## config.mk

```make
export PLATFORM = sky130hd
export DESIGN_NAME = stc_cutoff
export DESIGN_NICKNAME = d
export VERILOG_FILES = /design/src/hdl/stc_pkg.sv /design/src/hdl/stc_cutoff.sv /design/src/hdl/stc_path_filter.sv
export SDC_FILE = /design/constraint.sdc
export NUM_CORES = 1
export LEC_CHECK = 0
export BUFFER_PORTS_ARGS = -buffer_cell sky130_fd_sc_hd__buf_2
export CAP_MARGIN = 10
export CORE_UTILIZATION = 45
export DETAILED_ROUTE_END_ITERATION = 10
export PLACE_DENSITY = 0.74
export SETUP_SLACK_MARGIN = 0.2
export SYNTH_ARGS = -nofsm -noshare
export SYNTH_HDL_FRONTEND = slang
export SYNTH_SLANG_ARGS = --single-unit
```

## constraint.sdc

```tcl
create_clock -name CLK -period 5.2 [get_ports CLK]
set_input_delay 1.04 -clock CLK [delete_from_list [all_inputs] [get_ports CLK]]
set_output_delay 1.04 -clock CLK [all_outputs]
set_load 0.005 [all_outputs]
```

## src/hdl/stc_pkg.sv

```systemverilog
// Package for the torque-cutoff supervision block: timing, codes, carriers.
// Assumes a 250 MHz logic clock; the cutoff and enable pins arrive asynchronously.
package stc_pkg;

  // ****************************************
  // Timing
  // ****************************************
  localparam int unsigned CLK_HZ = 250_000_000;
  localparam int unsigned PULSE_MAX_US = 300;
  localparam int unsigned PULSE_GAP_MS = 200;
  localparam int unsigned REACT_MS = 10;
  localparam int unsigned PULSE_MAX_CYC = PULSE_MAX_US * (CLK_HZ / 1_000_000);
  localparam int unsigned PULSE_GAP_CYC = PULSE_GAP_MS * (CLK_HZ / 1_000);
  localparam int unsigned REACT_CYC = REACT_MS * (CLK_HZ / 1_000);

  // ****************************************
  // Register map
  // ****************************************
  localparam logic [7:0] OFS_CTRL = 8'h00;
  localparam logic [7:0] OFS_STAT = 8'h04;
  localparam logic [7:0] OFS_IRQ_STAT = 8'h08;
  localparam logic [7:0] OFS_IRQ_MASK = 8'h0c;
  localparam int CTRL_DUAL_BIT = 0;
  localparam int CTRL_AUTOEN_BIT = 1;
  localparam int CTRL_SWEN_BIT = 2;
  localparam logic [2:0] CTRL_RESET = 3'h0;
  localparam int IRQ_CUTOFF_BIT = 0;
  localparam int IRQ_FAULT_BIT = 1;
  localparam int IRQ_MISMATCH_BIT = 2;
  localparam logic [2:0] IRQ_MASK_RESET = 3'h0;
  localparam logic [1:0] RESP_OKAY = 2'h0;
  localparam logic [1:0] RESP_SLVERR = 2'h2;

  // ****************************************
  // Indication
  // ****************************************
  typedef enum logic [1:0] {
    STC_IND_WARN,
    STC_IND_FAULT,
    STC_IND_MODE,
    STC_IND_MODE_DOT
  } stc_ind_t;

  typedef struct packed {
    logic torque_on;
    logic safe;
    stc_ind_t ind;
  } stc_status_t;

endpackage : stc_pkg

```

## src/hdl/stc_cutoff.sv

```systemverilog
// Torque-cutoff supervision: gates the power stage, picks the indication,
// reports path states, and offers status and interrupts over AXI4-Lite.
// Assumes cutoff and enable pins are asynchronous 24 V levels made logic.
// Operation
// - Single path: power stage released only while cutoff input is high.
// - Dual path: released only while both paths are high.
// - Single path indication: warning, fault, mode, or mode with dot.
// - Dual path: any low path cuts torque; safe only when both low.
// - Cutoff during operation lets motor coast and raises the fault code.
// - Low test pulses up to 300 us, 200 ms apart, are ignored.
// - Longer or more frequent pulses count as a real cutoff.
// - Dual path torque-off completes in under 10 ms.
// - With auto-enable set, the drive enables itself after power-up.
// - Each path state output shows its own pulse inhibitor state.
//
// Decided for this implementation: the register addresses and register access over AXI4-Lite.
`timescale 1ns/1ps
`default_nettype none
module stc_cutoff #(
  parameter int unsigned PULSE_MAX = stc_pkg::PULSE_MAX_CYC,
  parameter int unsigned PULSE_GAP = stc_pkg::PULSE_GAP_CYC
) (
  // Clock and reset
  input wire logic CLK,
  input wire logic RESET_N,
  // Cutoff and enable pins
  input wire logic TORQUE_CUTOFF_INPUT,
  input wire logic CUTOFF_PATH_B,
  input wire logic HW_ENABLE,
  // Power stage and indication
  output logic POWER_STAGE_EN,
  output logic SAFE_STATE,
  output logic [1:0] INDICATION,
  output logic PATH_STATE_A,
  output logic PATH_STATE_B,
  output logic IRQ,
  // AXI4-Lite write address
  input wire logic [7:0] AWADDR,
  input wire logic AWVALID,
  output logic AWREADY,
  // AXI4-Lite write data
  input wire logic [31:0] WDATA,
  input wire logic [3:0] WSTRB,
  input wire logic WVALID,
  output logic WREADY,
  // AXI4-Lite write response
  output logic [1:0] BRESP,
  output logic BVALID,
  input wire logic BREADY,
  // AXI4-Lite read address
  input wire logic [7:0] ARADDR,
  input wire logic ARVALID,
  output logic ARREADY,
  // AXI4-Lite read data
  output logic [31:0] RDATA,
  output logic [1:0] RRESP,
  output logic RVALID,
  input wire logic RREADY
);

  logic path_a;
  logic path_b;
  logic raw_a;
  logic raw_b;
  logic en_s1_reg;
  logic en_s2_reg;
  logic [2:0] ctrl_reg;
  logic [2:0] irq_stat_reg;
  logic [2:0] irq_mask_reg;
  logic [2:0] irq_set;
  logic [2:0] irq_clr;
  logic sampled_reg;
  logic cutoff_ok;
  logic drive_en;
  logic prev_torque_reg;
  logic prev_fault_reg;
  stc_pkg::stc_status_t st_next;
  stc_pkg::stc_status_t st_reg;
  logic aw_held_reg;
  logic w_held_reg;
  logic [7:0] awaddr_reg;
  logic [31:0] wdata_reg;
  logic [3:0] wstrb_reg;
  logic wr_fire;
  logic [31:0] rd_word;

  // ****************************************
  // Input paths
  // ****************************************
  stc_path_filter #(
    .PULSE_MAX(PULSE_MAX),
    .PULSE_GAP(PULSE_GAP)
  ) u_path_a (
    .clk(CLK),
    .reset_n(RESET_N),
    .pin(TORQUE_CUTOFF_INPUT),
    .level(path_a),
    .raw(raw_a)
  );

  stc_path_filter #(
    .PULSE_MAX(PULSE_MAX),
    .PULSE_GAP(PULSE_GAP)
  ) u_path_b (
    .clk(CLK),
    .reset_n(RESET_N),
    .pin(CUTOFF_PATH_B),
    .level(path_b),
    .raw(raw_b)
  );

  always_ff @(posedge CLK) begin
    if (!RESET_N) begin
      en_s1_reg <= 1'b0;
      en_s2_reg <= 1'b0;
    end else begin
      en_s1_reg <= HW_ENABLE;
      en_s2_reg <= en_s1_reg;
    end
  end

  // Torque is held off for the first clock after reset only; the flag sets whatever the synchronisers hold
  always_ff @(posedge CLK) begin
    if (!RESET_N) begin
      sampled_reg <= 1'b0;
    end else if (raw_a || raw_b || en_s2_reg || !sampled_reg) begin
      sampled_reg <= 1'b1;
    end
  end

  // ****************************************
  // Decision and indication
  // ****************************************
  // Auto-enable stands in for the software enable after power-up.
  assign drive_en = en_s2_reg &&
    (ctrl_reg[stc_pkg::CTRL_AUTOEN_BIT] ||
     ctrl_reg[stc_pkg::CTRL_SWEN_BIT]);

  assign cutoff_ok = ctrl_reg[stc_pkg::CTRL_DUAL_BIT] ?
    (path_a && path_b) : path_a;

  always_comb begin
    st_next.torque_on = sampled_reg && cutoff_ok && drive_en;
    st_next.safe = ctrl_reg[stc_pkg::CTRL_DUAL_BIT] ?
      (!path_a && !path_b) : !path_a;
    if (!cutoff_ok) begin
      st_next.ind = drive_en ? stc_pkg::STC_IND_FAULT :
        stc_pkg::STC_IND_WARN;
    end else begin
      st_next.ind = drive_en ? stc_pkg::STC_IND_MODE_DOT :
        stc_pkg::STC_IND_MODE;
    end
  end

  always_ff @(posedge CLK) begin
    if (!RESET_N) begin
      st_reg <= '{torque_on: 1'b0, safe: 1'b1,
                  ind: stc_pkg::STC_IND_WARN};
    end else begin
      st_reg <= st_next;
    end
  end

  assign POWER_STAGE_EN = st_reg.torque_on;
  assign SAFE_STATE = st_reg.safe;
  assign INDICATION = st_reg.ind;
  // Inhibitor state per path, one clock after the filtered level
  always_ff @(posedge CLK) begin
    if (!RESET_N) begin
      PATH_STATE_A <= 1'b0;
      PATH_STATE_B <= 1'b0;
    end else begin
      PATH_STATE_A <= path_a;
      PATH_STATE_B <= path_b;
    end
  end

  // ****************************************
  // Events and interrupt
  // ****************************************
  always_ff @(posedge CLK) begin
    if (!RESET_N) begin
      prev_torque_reg <= 1'b0;
      prev_fault_reg <= 1'b0;
    end else begin
      prev_torque_reg <= st_reg.torque_on;
      prev_fault_reg <= (st_reg.ind == stc_pkg::STC_IND_FAULT);
    end
  end

  always_comb begin
    irq_set = 3'h0;
    irq_set[stc_pkg::IRQ_CUTOFF_BIT] = prev_torque_reg && !st_reg.torque_on;
    irq_set[stc_pkg::IRQ_FAULT_BIT] = !prev_fault_reg &&
      (st_reg.ind == stc_pkg::STC_IND_FAULT);
    irq_set[stc_pkg::IRQ_MISMATCH_BIT] =
      ctrl_reg[stc_pkg::CTRL_DUAL_BIT] && (path_a != path_b);
    irq_clr = 3'h0;
    if (wr_fire && awaddr_reg == stc_pkg::OFS_IRQ_STAT && wstrb_reg[0]) begin
      irq_clr = wdata_reg[2:0];
    end
  end

  // Set wins over a clear in the same cycle
  always_ff @(posedge CLK) begin
    if (!RESET_N) begin
      irq_stat_reg <= 3'h0;
    end else begin
      irq_stat_reg <= (irq_stat_reg & ~irq_clr) | irq_set;
    end
  end

  assign IRQ = |(irq_stat_reg & irq_mask_reg);

  // ****************************************
  // AXI4-Lite slave
  // ****************************************
  assign AWREADY = !aw_held_reg && !BVALID;
  assign WREADY = !w_held_reg && !BVALID;
  assign wr_fire = aw_held_reg && w_held_reg && !BVALID;

  always_ff @(posedge CLK) begin
    if (!RESET_N) begin
      aw_held_reg <= 1'b0;
      w_held_reg <= 1'b0;
      awaddr_reg <= 8'h0;
      wdata_reg <= 32'h0;
      wstrb_reg <= 4'h0;
      BVALID <= 1'b0;
      BRESP <= stc_pkg::RESP_OKAY;
    end else begin
      if (AWVALID && AWREADY) begin
        aw_held_reg <= 1'b1;
        awaddr_reg <= AWADDR;
      end
      if (WVALID && WREADY) begin
        w_held_reg <= 1'b1;
        wdata_reg <= WDATA;
        wstrb_reg <= WSTRB;
      end
      if (wr_fire) begin
        aw_held_reg <= 1'b0;
        w_held_reg <= 1'b0;
        BVALID <= 1'b1;
        BRESP <= (awaddr_reg == stc_pkg::OFS_CTRL ||
                  awaddr_reg == stc_pkg::OFS_IRQ_STAT ||
                  awaddr_reg == stc_pkg::OFS_IRQ_MASK) ?
          stc_pkg::RESP_OKAY : stc_pkg::RESP_SLVERR;
      end else if (BVALID && BREADY) begin
        BVALID <= 1'b0;
      end
    end
  end

  always_ff @(posedge CLK) begin
    if (!RESET_N) begin
      ctrl_reg <= stc_pkg::CTRL_RESET;
      irq_mask_reg <= stc_pkg::IRQ_MASK_RESET;
    end else if (wr_fire && wstrb_reg[0]) begin
      if (awaddr_reg == stc_pkg::OFS_CTRL) begin
        ctrl_reg <= wdata_reg[2:0];
      end
      if (awaddr_reg == stc_pkg::OFS_IRQ_MASK) begin
        irq_mask_reg <= wdata_reg[2:0];
      end
    end
  end

  always_comb begin
    rd_word = 32'h0;
    case (ARADDR)
      stc_pkg::OFS_CTRL: rd_word = {29'h0, ctrl_reg};
      stc_pkg::OFS_STAT: rd_word = {24'h0, raw_b, raw_a, PATH_STATE_B,
        PATH_STATE_A, st_reg.ind, st_reg.safe, st_reg.torque_on};
      stc_pkg::OFS_IRQ_STAT: rd_word = {29'h0, irq_stat_reg};
      stc_pkg::OFS_IRQ_MASK: rd_word = {29'h0, irq_mask_reg};
      default: rd_word = 32'h0;
    endcase
  end

  assign ARREADY = !RVALID;

  always_ff @(posedge CLK) begin
    if (!RESET_N) begin
      RVALID <= 1'b0;
      RDATA <= 32'h0;
      RRESP <= stc_pkg::RESP_OKAY;
    end else if (ARVALID && ARREADY) begin
      RVALID <= 1'b1;
      RDATA <= rd_word;
      RRESP <= (ARADDR == stc_pkg::OFS_CTRL || ARADDR == stc_pkg::OFS_STAT ||
                ARADDR == stc_pkg::OFS_IRQ_STAT ||
                ARADDR == stc_pkg::OFS_IRQ_MASK) ?
        stc_pkg::RESP_OKAY : stc_pkg::RESP_SLVERR;
    end else if (RVALID && RREADY) begin
      RVALID <= 1'b0;
    end
  end

endmodule : stc_cutoff
`default_nettype wire

```

## src/hdl/stc_path_filter.sv

```systemverilog
// One cutoff path: two-stage synchroniser and test pulse filter.
// Assumes an asynchronous level input and the block's single clock.
`timescale 1ns/1ps
`default_nettype none
module stc_path_filter #(
  parameter int unsigned PULSE_MAX = stc_pkg::PULSE_MAX_CYC,
  parameter int unsigned PULSE_GAP = stc_pkg::PULSE_GAP_CYC
) (
  // Clock and reset
  input wire logic clk,
  input wire logic reset_n,
  // Raw pin and filtered state
  input wire logic pin,
  output logic level,
  output logic raw
);

  logic sync1_reg;
  logic sync2_reg;
  logic level_reg;
  logic [31:0] low_cnt_reg;
  logic [31:0] gap_cnt_reg;
  logic pulse_seen_reg;

  // ****************************************
  // Synchroniser
  // ****************************************
  always_ff @(posedge clk) begin
    if (!reset_n) begin
      sync1_reg <= 1'b0;
      sync2_reg <= 1'b0;
    end else begin
      sync1_reg <= pin;
      sync2_reg <= sync1_reg;
    end
  end

  // ****************************************
  // Pulse filter
  // ****************************************
  // Short low pulses are bridged only when spaced apart; a long or too
  // frequent low drops the level.
  always_ff @(posedge clk) begin
    if (!reset_n) begin
      level_reg <= 1'b0;
      low_cnt_reg <= 32'h0;
      gap_cnt_reg <= 32'h0;
      pulse_seen_reg <= 1'b0;
    end else if (sync2_reg) begin
      low_cnt_reg <= 32'h0;
      // Only a bridged short low counts as a test pulse; the reset fill
      // of the synchroniser and a real cutoff do not start a gap window.
      if (low_cnt_reg != 32'h0) begin
        gap_cnt_reg <= 32'h0;
        pulse_seen_reg <= level_reg;
      end else if (gap_cnt_reg < PULSE_GAP) begin
        gap_cnt_reg <= gap_cnt_reg + 32'h1;
      end
      if (low_cnt_reg == 32'h0 || level_reg == 1'b0) begin
        level_reg <= (low_cnt_reg == 32'h0) ? 1'b1 : level_reg;
      end
    end else begin
      if (low_cnt_reg < PULSE_MAX + 1) begin
        low_cnt_reg <= low_cnt_reg + 32'h1;
      end
      if (low_cnt_reg >= PULSE_MAX) begin
        level_reg <= 1'b0;
      end else if (low_cnt_reg == 32'h0 && pulse_seen_reg &&
                   gap_cnt_reg < PULSE_GAP) begin
        level_reg <= 1'b0;
      end else if (!level_reg) begin
        level_reg <= 1'b0;
      end
    end
  end

  assign level = level_reg;
  assign raw = sync2_reg;

endmodule : stc_path_filter
`default_nettype wire

```

==> impl_metrics.yaml, run 1 <==
run_status:
  outcome: "finished clean"
yosys:
  avgSynthCellArea_um2: 8.64
  ys_seq_elements: 182
  synth_ff_type: "dfxtp_1"
  synthArstFlopShare: 0
  netlist_area_mm2: 0.00798
  yosys_warnings: 0
  netlist_instances: 923
  yosys.cell_types.count: 64
  yosysSeqAreaShare: 0.457
  synth_edf_count: 0
pwr:
  p_per_area_mw_per_mm2: 319
  leakage_nw: 3.49
  peakVddDrop_v: 0.000230
routing:
  firstDrtPassIters: 5
  wl_per_cell_um: 13.3
  viasPerCell: 5.49
  num_vias: 6572
  drt-total-wl_um: 15900
  dr.first_iter.drc_count: 408
  remaining_drc_errors: 0
  ant_nets: 0
floorplanning:
  die_h_um: 135
  num_io_pins: 110
  die_area_mm2: 0.0183
  die_x_um: 135
  core_area_mm2: 0.0173
  initial_utilization: 0.461
  num_rows: 48
placement:
  io_buffer_count: 51
  hpwl_um: 10600
  place_ws_ps: 2150
  place_congestion: 0.802
global_routing:
  grt_overflow: 0
  grt_pass1_wl_um: 27100
  grt_max_degree: 41
  antenna_found_initial: 0
  grt_usage: 0.183
  grt_pass1_vias: 5934
layout:
  multi_input_area_mm2: 0.00398
  syn_to_final_growth_pct: 11.6
  post-route-util: 0.515
  fillers: 1638
  drive_above_1_share: 0.111
  finalNetCount: 1030
  num_antenna_cells: 0
  register_area_mm2: 0.00364
clock_tree:
  htree_levels: 4
  cts_tree: "built"
  cts_sinks: 182
  post-cts-setup-buffer-count: 0
  root_buffer: "clkbuf_16"
  cts_buffers: 17
  cts_buffer_depth: 2
  clock_latency_ps: 430
  cts_hold_buf: 0
  path_clk_slew_ps: 60
  cts_resized: 0
min_path:
  holdCritPathClass: "reg2reg"
  hp-start: "sampled_reg$_SDFFE_PN0P_"
critical_path:
  max_stage_delay_ps: 760
  start_kind: "register"
  end_kind: "register"
  cp_max_fo: 16
  regToRegStartpoint: "u_path_a.low_cnt_reg[17]$_SDFFE_PP0N_"
  crit_type: "reg2reg"
  worst_ep_arrival_time_ps: 3150
  crit_slowest_cell: "nor2_1"
  crit_required_ps: 5570
  critPathLaunch: "u_path_a.low_cnt_reg[17]$_SDFFE_PP0N_"
  crit_chain: "nor4_1, nand4_1, o31a_1, nor2_1, o211ai_1, nand2_1"
timing:
  rsz0062_at_grt: "false"
  holdWs_ps: 417
  final_hold_viol_count: 0
  setup_viol: 0
  max_slew_margin: 0.341
  fmax_mhz: 360
  finalCritPeriodShare: 0.534
  max_slew.worst_pin.slew_ps: 985
  fin_crit_ps: 2780
  drv_slew: 0
  skew_ps: 7.68
  layout_setup_ws_ps: 2420
  totalNegativeSetupSlack_ps: 0
flow_run:
  maxCapViolCount: 0
[logic make-up after synthesis]
| kind of cell | Yosys count | share of synthesized area |
|---|---|---|
| adders and majority gates | 9 | 0.0141 |
| other | 1 | 0.000470 |
| xor gates and xnor gates | 28 | 0.0307 |
| AOI/OAI and AO/OA | 172 | 0.135 |
| DFF | 182 | 0.457 |
| and+or+nand+nor | 428 | 0.285 |
| buffers and inverters | 89 | 0.0558 |
| muxes | 14 | 0.0223 |
[power breakdown]
group	switching, mW	internal [mW]
sequential	0.0169	1.41
clock	0.539	0.744
combinational	0.0817	0.0463
[cell usage in the layout (no fill, tap or decap), drive strengths merged, types with 19 or more instances in the layout]
cell type | Yosys | routed
dfxtp | 182 | 182
nand2 | 85 | 85
nor2 | 81 | 81
a21oi | 64 | 64
buf | 37 | 59
and2 | 41 | 41
nand3 | 40 | 40
o21ai | 39 | 39
and3 | 34 | 34
nand4 | 31 | 31
or3 | 31 | 31
conb | 1 | 26
or4 | 22 | 22
inv | 21 | 22
clkbuf | 30 | 20
xor2 | 19 | 19
[final timing paths]
path	end	slack, ps	cells past startpoint
worst max-delay path	u_path_a.gap_cnt_reg[5]$_SDFFE_PN0P_	2420	6
worst min-delay path	POWER_STAGE_EN$_SDFF_PN0_	420	2
worst max register to register	u_path_a.gap_cnt_reg[5]$_SDFFE_PN0P_	2420	6
worst min register to register	POWER_STAGE_EN$_SDFF_PN0_	420	2
[area by class of cell]
type	instances	share of cell area
Inverter	22	0.00928
Tap cell	225	0.0316
Timing Repair Buffer	59	0.0358
Sequential cell	182	0.409
Multi-Input combinational cell	677	0.447
Clock buffer	20	0.0524
Clock inverter	12	0.0142
[cell usage after synthesis (22+ instances only)]
library cell / number / share of area
buf_4: 26 / 0.024
nand2_1: 85 / 0.040
nand4_1: 31 / 0.024
a21oi_1: 64 / 0.040
or3_1: 31 / 0.024
o21ai_0: 38 / 0.024
and3_1: 34 / 0.027
and2_1: 41 / 0.032
dfxtp_1: 182 / 0.46
nor2_1: 81 / 0.038
or4_1: 22 / 0.021
nand3_1: 40 / 0.025
clkbuf_1: 29 / 0.014
[per-stage QoR]
| step | cell area, um2 | power, mW | std cells |
|---|---|---|---|
| final | 8900 | 2.84 | 1197 |
| after floorplan | 8070 | 1.56 | 948 |
| after detailed placement | 8290 | 1.59 | 1163 |
| after global placement | 8290 | 1.59 | 1163 |
| after global routing | 8900 | 2.95 | 1197 |
| after CTS | 8880 | 2.87 | 1195 |
[routing by layer]
layer	share of wire	global-route usage	routed length (um)	vias up
met5	0	0	0	-
met4	0.011	0.0643	180	0
met3	0.037	0.0382	582	15
met2	0.47	0.301	7390	120
met1	0.49	0.236	7730	3086
li1	-	-	-	3351
[critical path, delay by kind of cell (launching register included)]
family           cells  cell delay (ps)
flip-flops           1              310
AO/OA/AOI/OAI        2              670
AND/OR/NAND/NOR      4             1730
No activity file was read; power rests on OpenSTA's default activity.
==> inputs of run 2 (changes only) <==
--- a/config.mk
+++ b/config.mk
@@ -5,11 +5,12 @@
 export SDC_FILE = /design/constraint.sdc
 export NUM_CORES = 1
 export LEC_CHECK = 0
+export ABC_AREA = 1
 export BUFFER_PORTS_ARGS = -buffer_cell sky130_fd_sc_hd__buf_2
 export CAP_MARGIN = 10
 export CORE_UTILIZATION = 45
 export DETAILED_ROUTE_END_ITERATION = 10
-export PLACE_DENSITY = 0.74
+export PLACE_DENSITY = 0.73
 export SETUP_SLACK_MARGIN = 0.2
 export SYNTH_ARGS = -nofsm -noshare
 export SYNTH_HDL_FRONTEND = slang
==> constraint.sdc (replaced) <==
create_clock -name CLK -period 2.57 [get_ports CLK]
set_input_delay 0.514 -clock CLK [delete_from_list [all_inputs] [get_ports CLK]]
set_output_delay 0.514 -clock CLK [all_outputs]
set_load 0.005 [all_outputs]
==> run 2 against run 1 <==
Against the previous run: total power up 110%; flip-flop and latch count unchanged; largest power group unchanged; wire length up 35%; critical path type unchanged; global-route usage up 2.0 points; worst hold slack worse by 150 ps; largest cell class unchanged.
==> impl_metrics.yaml, run 2 <==
layout:
  finalNetCount: 1541
  fillers: 2073
  post-route-util: 0.503
  drive_above_1_share: 0.0917
  num_antenna_cells: 0
  fin_area_mm2: 0.0106
  layout_commonest_cell: "nand2_1"
  syn_to_final_growth_pct: 9.39
  final_cell_mix: "nand2_1, nor2_1, dfxtp_1"
clock_tree:
  cts_hold_buf: 0
  path_clk_slew_ps: 80
  cts_tree: "built"
  cts_buffers: 17
  cts_buffer_depth: 2
  cts_resized: 0
  clock_latency_ps: 430
  cts_sinks: 182
  htree_levels: 4
  post-cts-setup-buffer-count: 0
  root_buffer: "clkbuf_16"
critical_path:
  crit_required_ps: 2890
  worst_ep_arrival_time_ps: 2350
  crit_type: "reg2reg"
  cp_max_fo: 35
  endpoint: "u_path_b.gap_cnt_reg[10]$_SDFFE_PN0P_"
  rr_worst_depth: 11
  r2r_setup_slack_ps: 550
  end_kind: "register"
  critPathLaunch: "u_path_b.gap_cnt_reg[16]$_SDFFE_PN0P_"
  regToRegStartpoint: "u_path_b.gap_cnt_reg[16]$_SDFFE_PN0P_"
  start_kind: "register"
  r2r_end: "u_path_b.gap_cnt_reg[10]$_SDFFE_PN0P_"
flow_run:
  maxCapViolCount: 0
timing:
  finalCritPeriodShare: 0.788
  drv_slew: 0
  holdWs_ps: 263
  skew_ps: 17.5
  final_hold_viol_count: 0
  max_slew.worst_pin.slew_ps: 677
  max_slew_margin: 0.545
  fin_crit_ps: 2020
  rsz0062_at_grt: "false"
  fmax_mhz: 494
  totalNegativeSetupSlack_ps: 0
  setup_viol: 0
routing:
  firstDrtPassIters: 5
  num_vias: 8733
  viasPerCell: 4.97
  remaining_drc_errors: 0
  drt-total-wl_um: 21500
  dr.first_iter.drc_count: 528
  ant_nets: 0
  wl_per_cell_um: 12.2
yosys:
  netlist_instances: 1438
  yosys-top-cells-area: "dfxtp_1, nand2_1, nor2_1"
  yosysSeqAreaShare: 0.377
  avgSynthCellArea_um2: 6.72
  synthTopCellsByCount: "nand2_1, nor2_1, dfxtp_1"
  synthArstFlopShare: 0
  ys_seq_elements: 182
  yosysMostFrequentCell: "nand2_1"
  yosysTopAreaCell: "dfxtp_1"
  yosysTopAreaCellShare: 0.377
  netlist_area_mm2: 0.00966
  yosys_warnings: 0
  synth_edf_count: 0
  yosys.cell_types.count: 41
  synth_ff_type: "dfxtp_1"
global_routing:
  grt_usage: 0.202
  grt_pass1_wl_um: 36500
  grt_pass1_vias: 7969
  grt_max_degree: 38
  grt_overflow: 0
  antenna_found_initial: 0
floorplanning:
  initial_utilization: 0.460
  num_io_pins: 110
  die_area_mm2: 0.0221
  num_rows: 53
  die_h_um: 149
  core_area_mm2: 0.0210
  die_x_um: 149
pwr:
  peakVddDrop_v: 0.000503
  leakage_nw: 4.22
  p_per_area_mw_per_mm2: 565
placement:
  place_congestion: 0.905
  place_area_mm2: 0.00996
  io_buffer_count: 51
  hpwl_um: 15500
min_path:
  hp-start: "HW_ENABLE"
  holdCritPathClass: "in2reg"
run_status:
  outcome: "finished clean"
[run 2: cell count changes in the layout (fill, tap and decap cells not counted), moves of 40 or more]
| cell | previous run | this run |
|---|---|---|
| and2_1 | 41 | 1 |
| nor2_1 | 81 | 252 |
| inv_1 | 21 | 141 |
| a21oi_1 | 64 | 117 |
| nand2_1 | 85 | 322 |
| nand3_1 | 40 | 156 |
[run 2: cells by family (layout without fill, tap and decap cells)]
family                   count (synthesis)  in the layout  share of synthesized area
AO/OA/AOI/OAI                          169            169                     0.0926
XOR/XNOR                                53             53                     0.0480
adder cells (fa/ha/maj)                  9              9                     0.0117
buffers and inverters                  223            243                      0.109
flip-flops                             182            182                      0.377
other                                    1             26                   0.000388
AND/OR/NAND/NOR                        801            801                      0.361
[run 2: worst min-delay path by stage]
stage	depth (start not counted)	to
global route	3	u_path_a.sync1_reg$_SDFF_PN0_
floorplan	2	en_s2_reg$_SDFF_PN0_
finish	3	en_s1_reg$_SDFF_PN0_
CTS	3	en_s1_reg$_SDFF_PN0_
global placement	2	u_path_b.raw$_SDFF_PN0_
detailed placement	2	u_path_b.raw$_SDFF_PN0_
[run 2: power breakdown]
part	switching [mW]	internal (mW)
sequential	0.0346	2.86
clock	1.27	1.41
combinational	0.283	0.116
total	1.58	4.39
[run 2: cell type report]
class,count,area (um2),share of cell area
clock buffers,19,433,0.0410
inverters,145,544,0.0515
multi-input cells,1058,5060,0.478
well taps,275,344,0.0325
repair buffers,66,368,0.0348
clock inverters,13,181,0.0172
flip-flops and latches,182,3640,0.345
[run 2: stage by stage]
stage / cells / setup slack [ps] / power (mW)
2_1_floorplan: 1463 / 892 / 3.27
3_3_place_gp: 1726 / 602 / 3.36
3_5_place_dp: 1726 / 580 / 3.36
4_1_cts: 1758 / 541 / 6.03
5_1_grt: 1758 / 335 / 6.18
6_report: 1758 / 545 / 5.97
[run 2: per-layer routing]
metal  GRT usage  wire [um]  up-vias
li1            -          -     4582
met1       0.261      10100     3952
met2       0.339      10000      168
met5           0          0        -
met3      0.0340        947       31
met4      0.0696        410        0
[run 2: worst max-delay path, cell delays in order (launching register included)]
cell,delay [ps]
dfxtp_1,480
nand2_1,110
nand2_1,70
nand2_1,50
nor2_1,120
nand2_1,60
nand2_1,60
nor2_1,70
nand2_2,240
nand2_4,320
a21oi_1,250
nor2_1,70
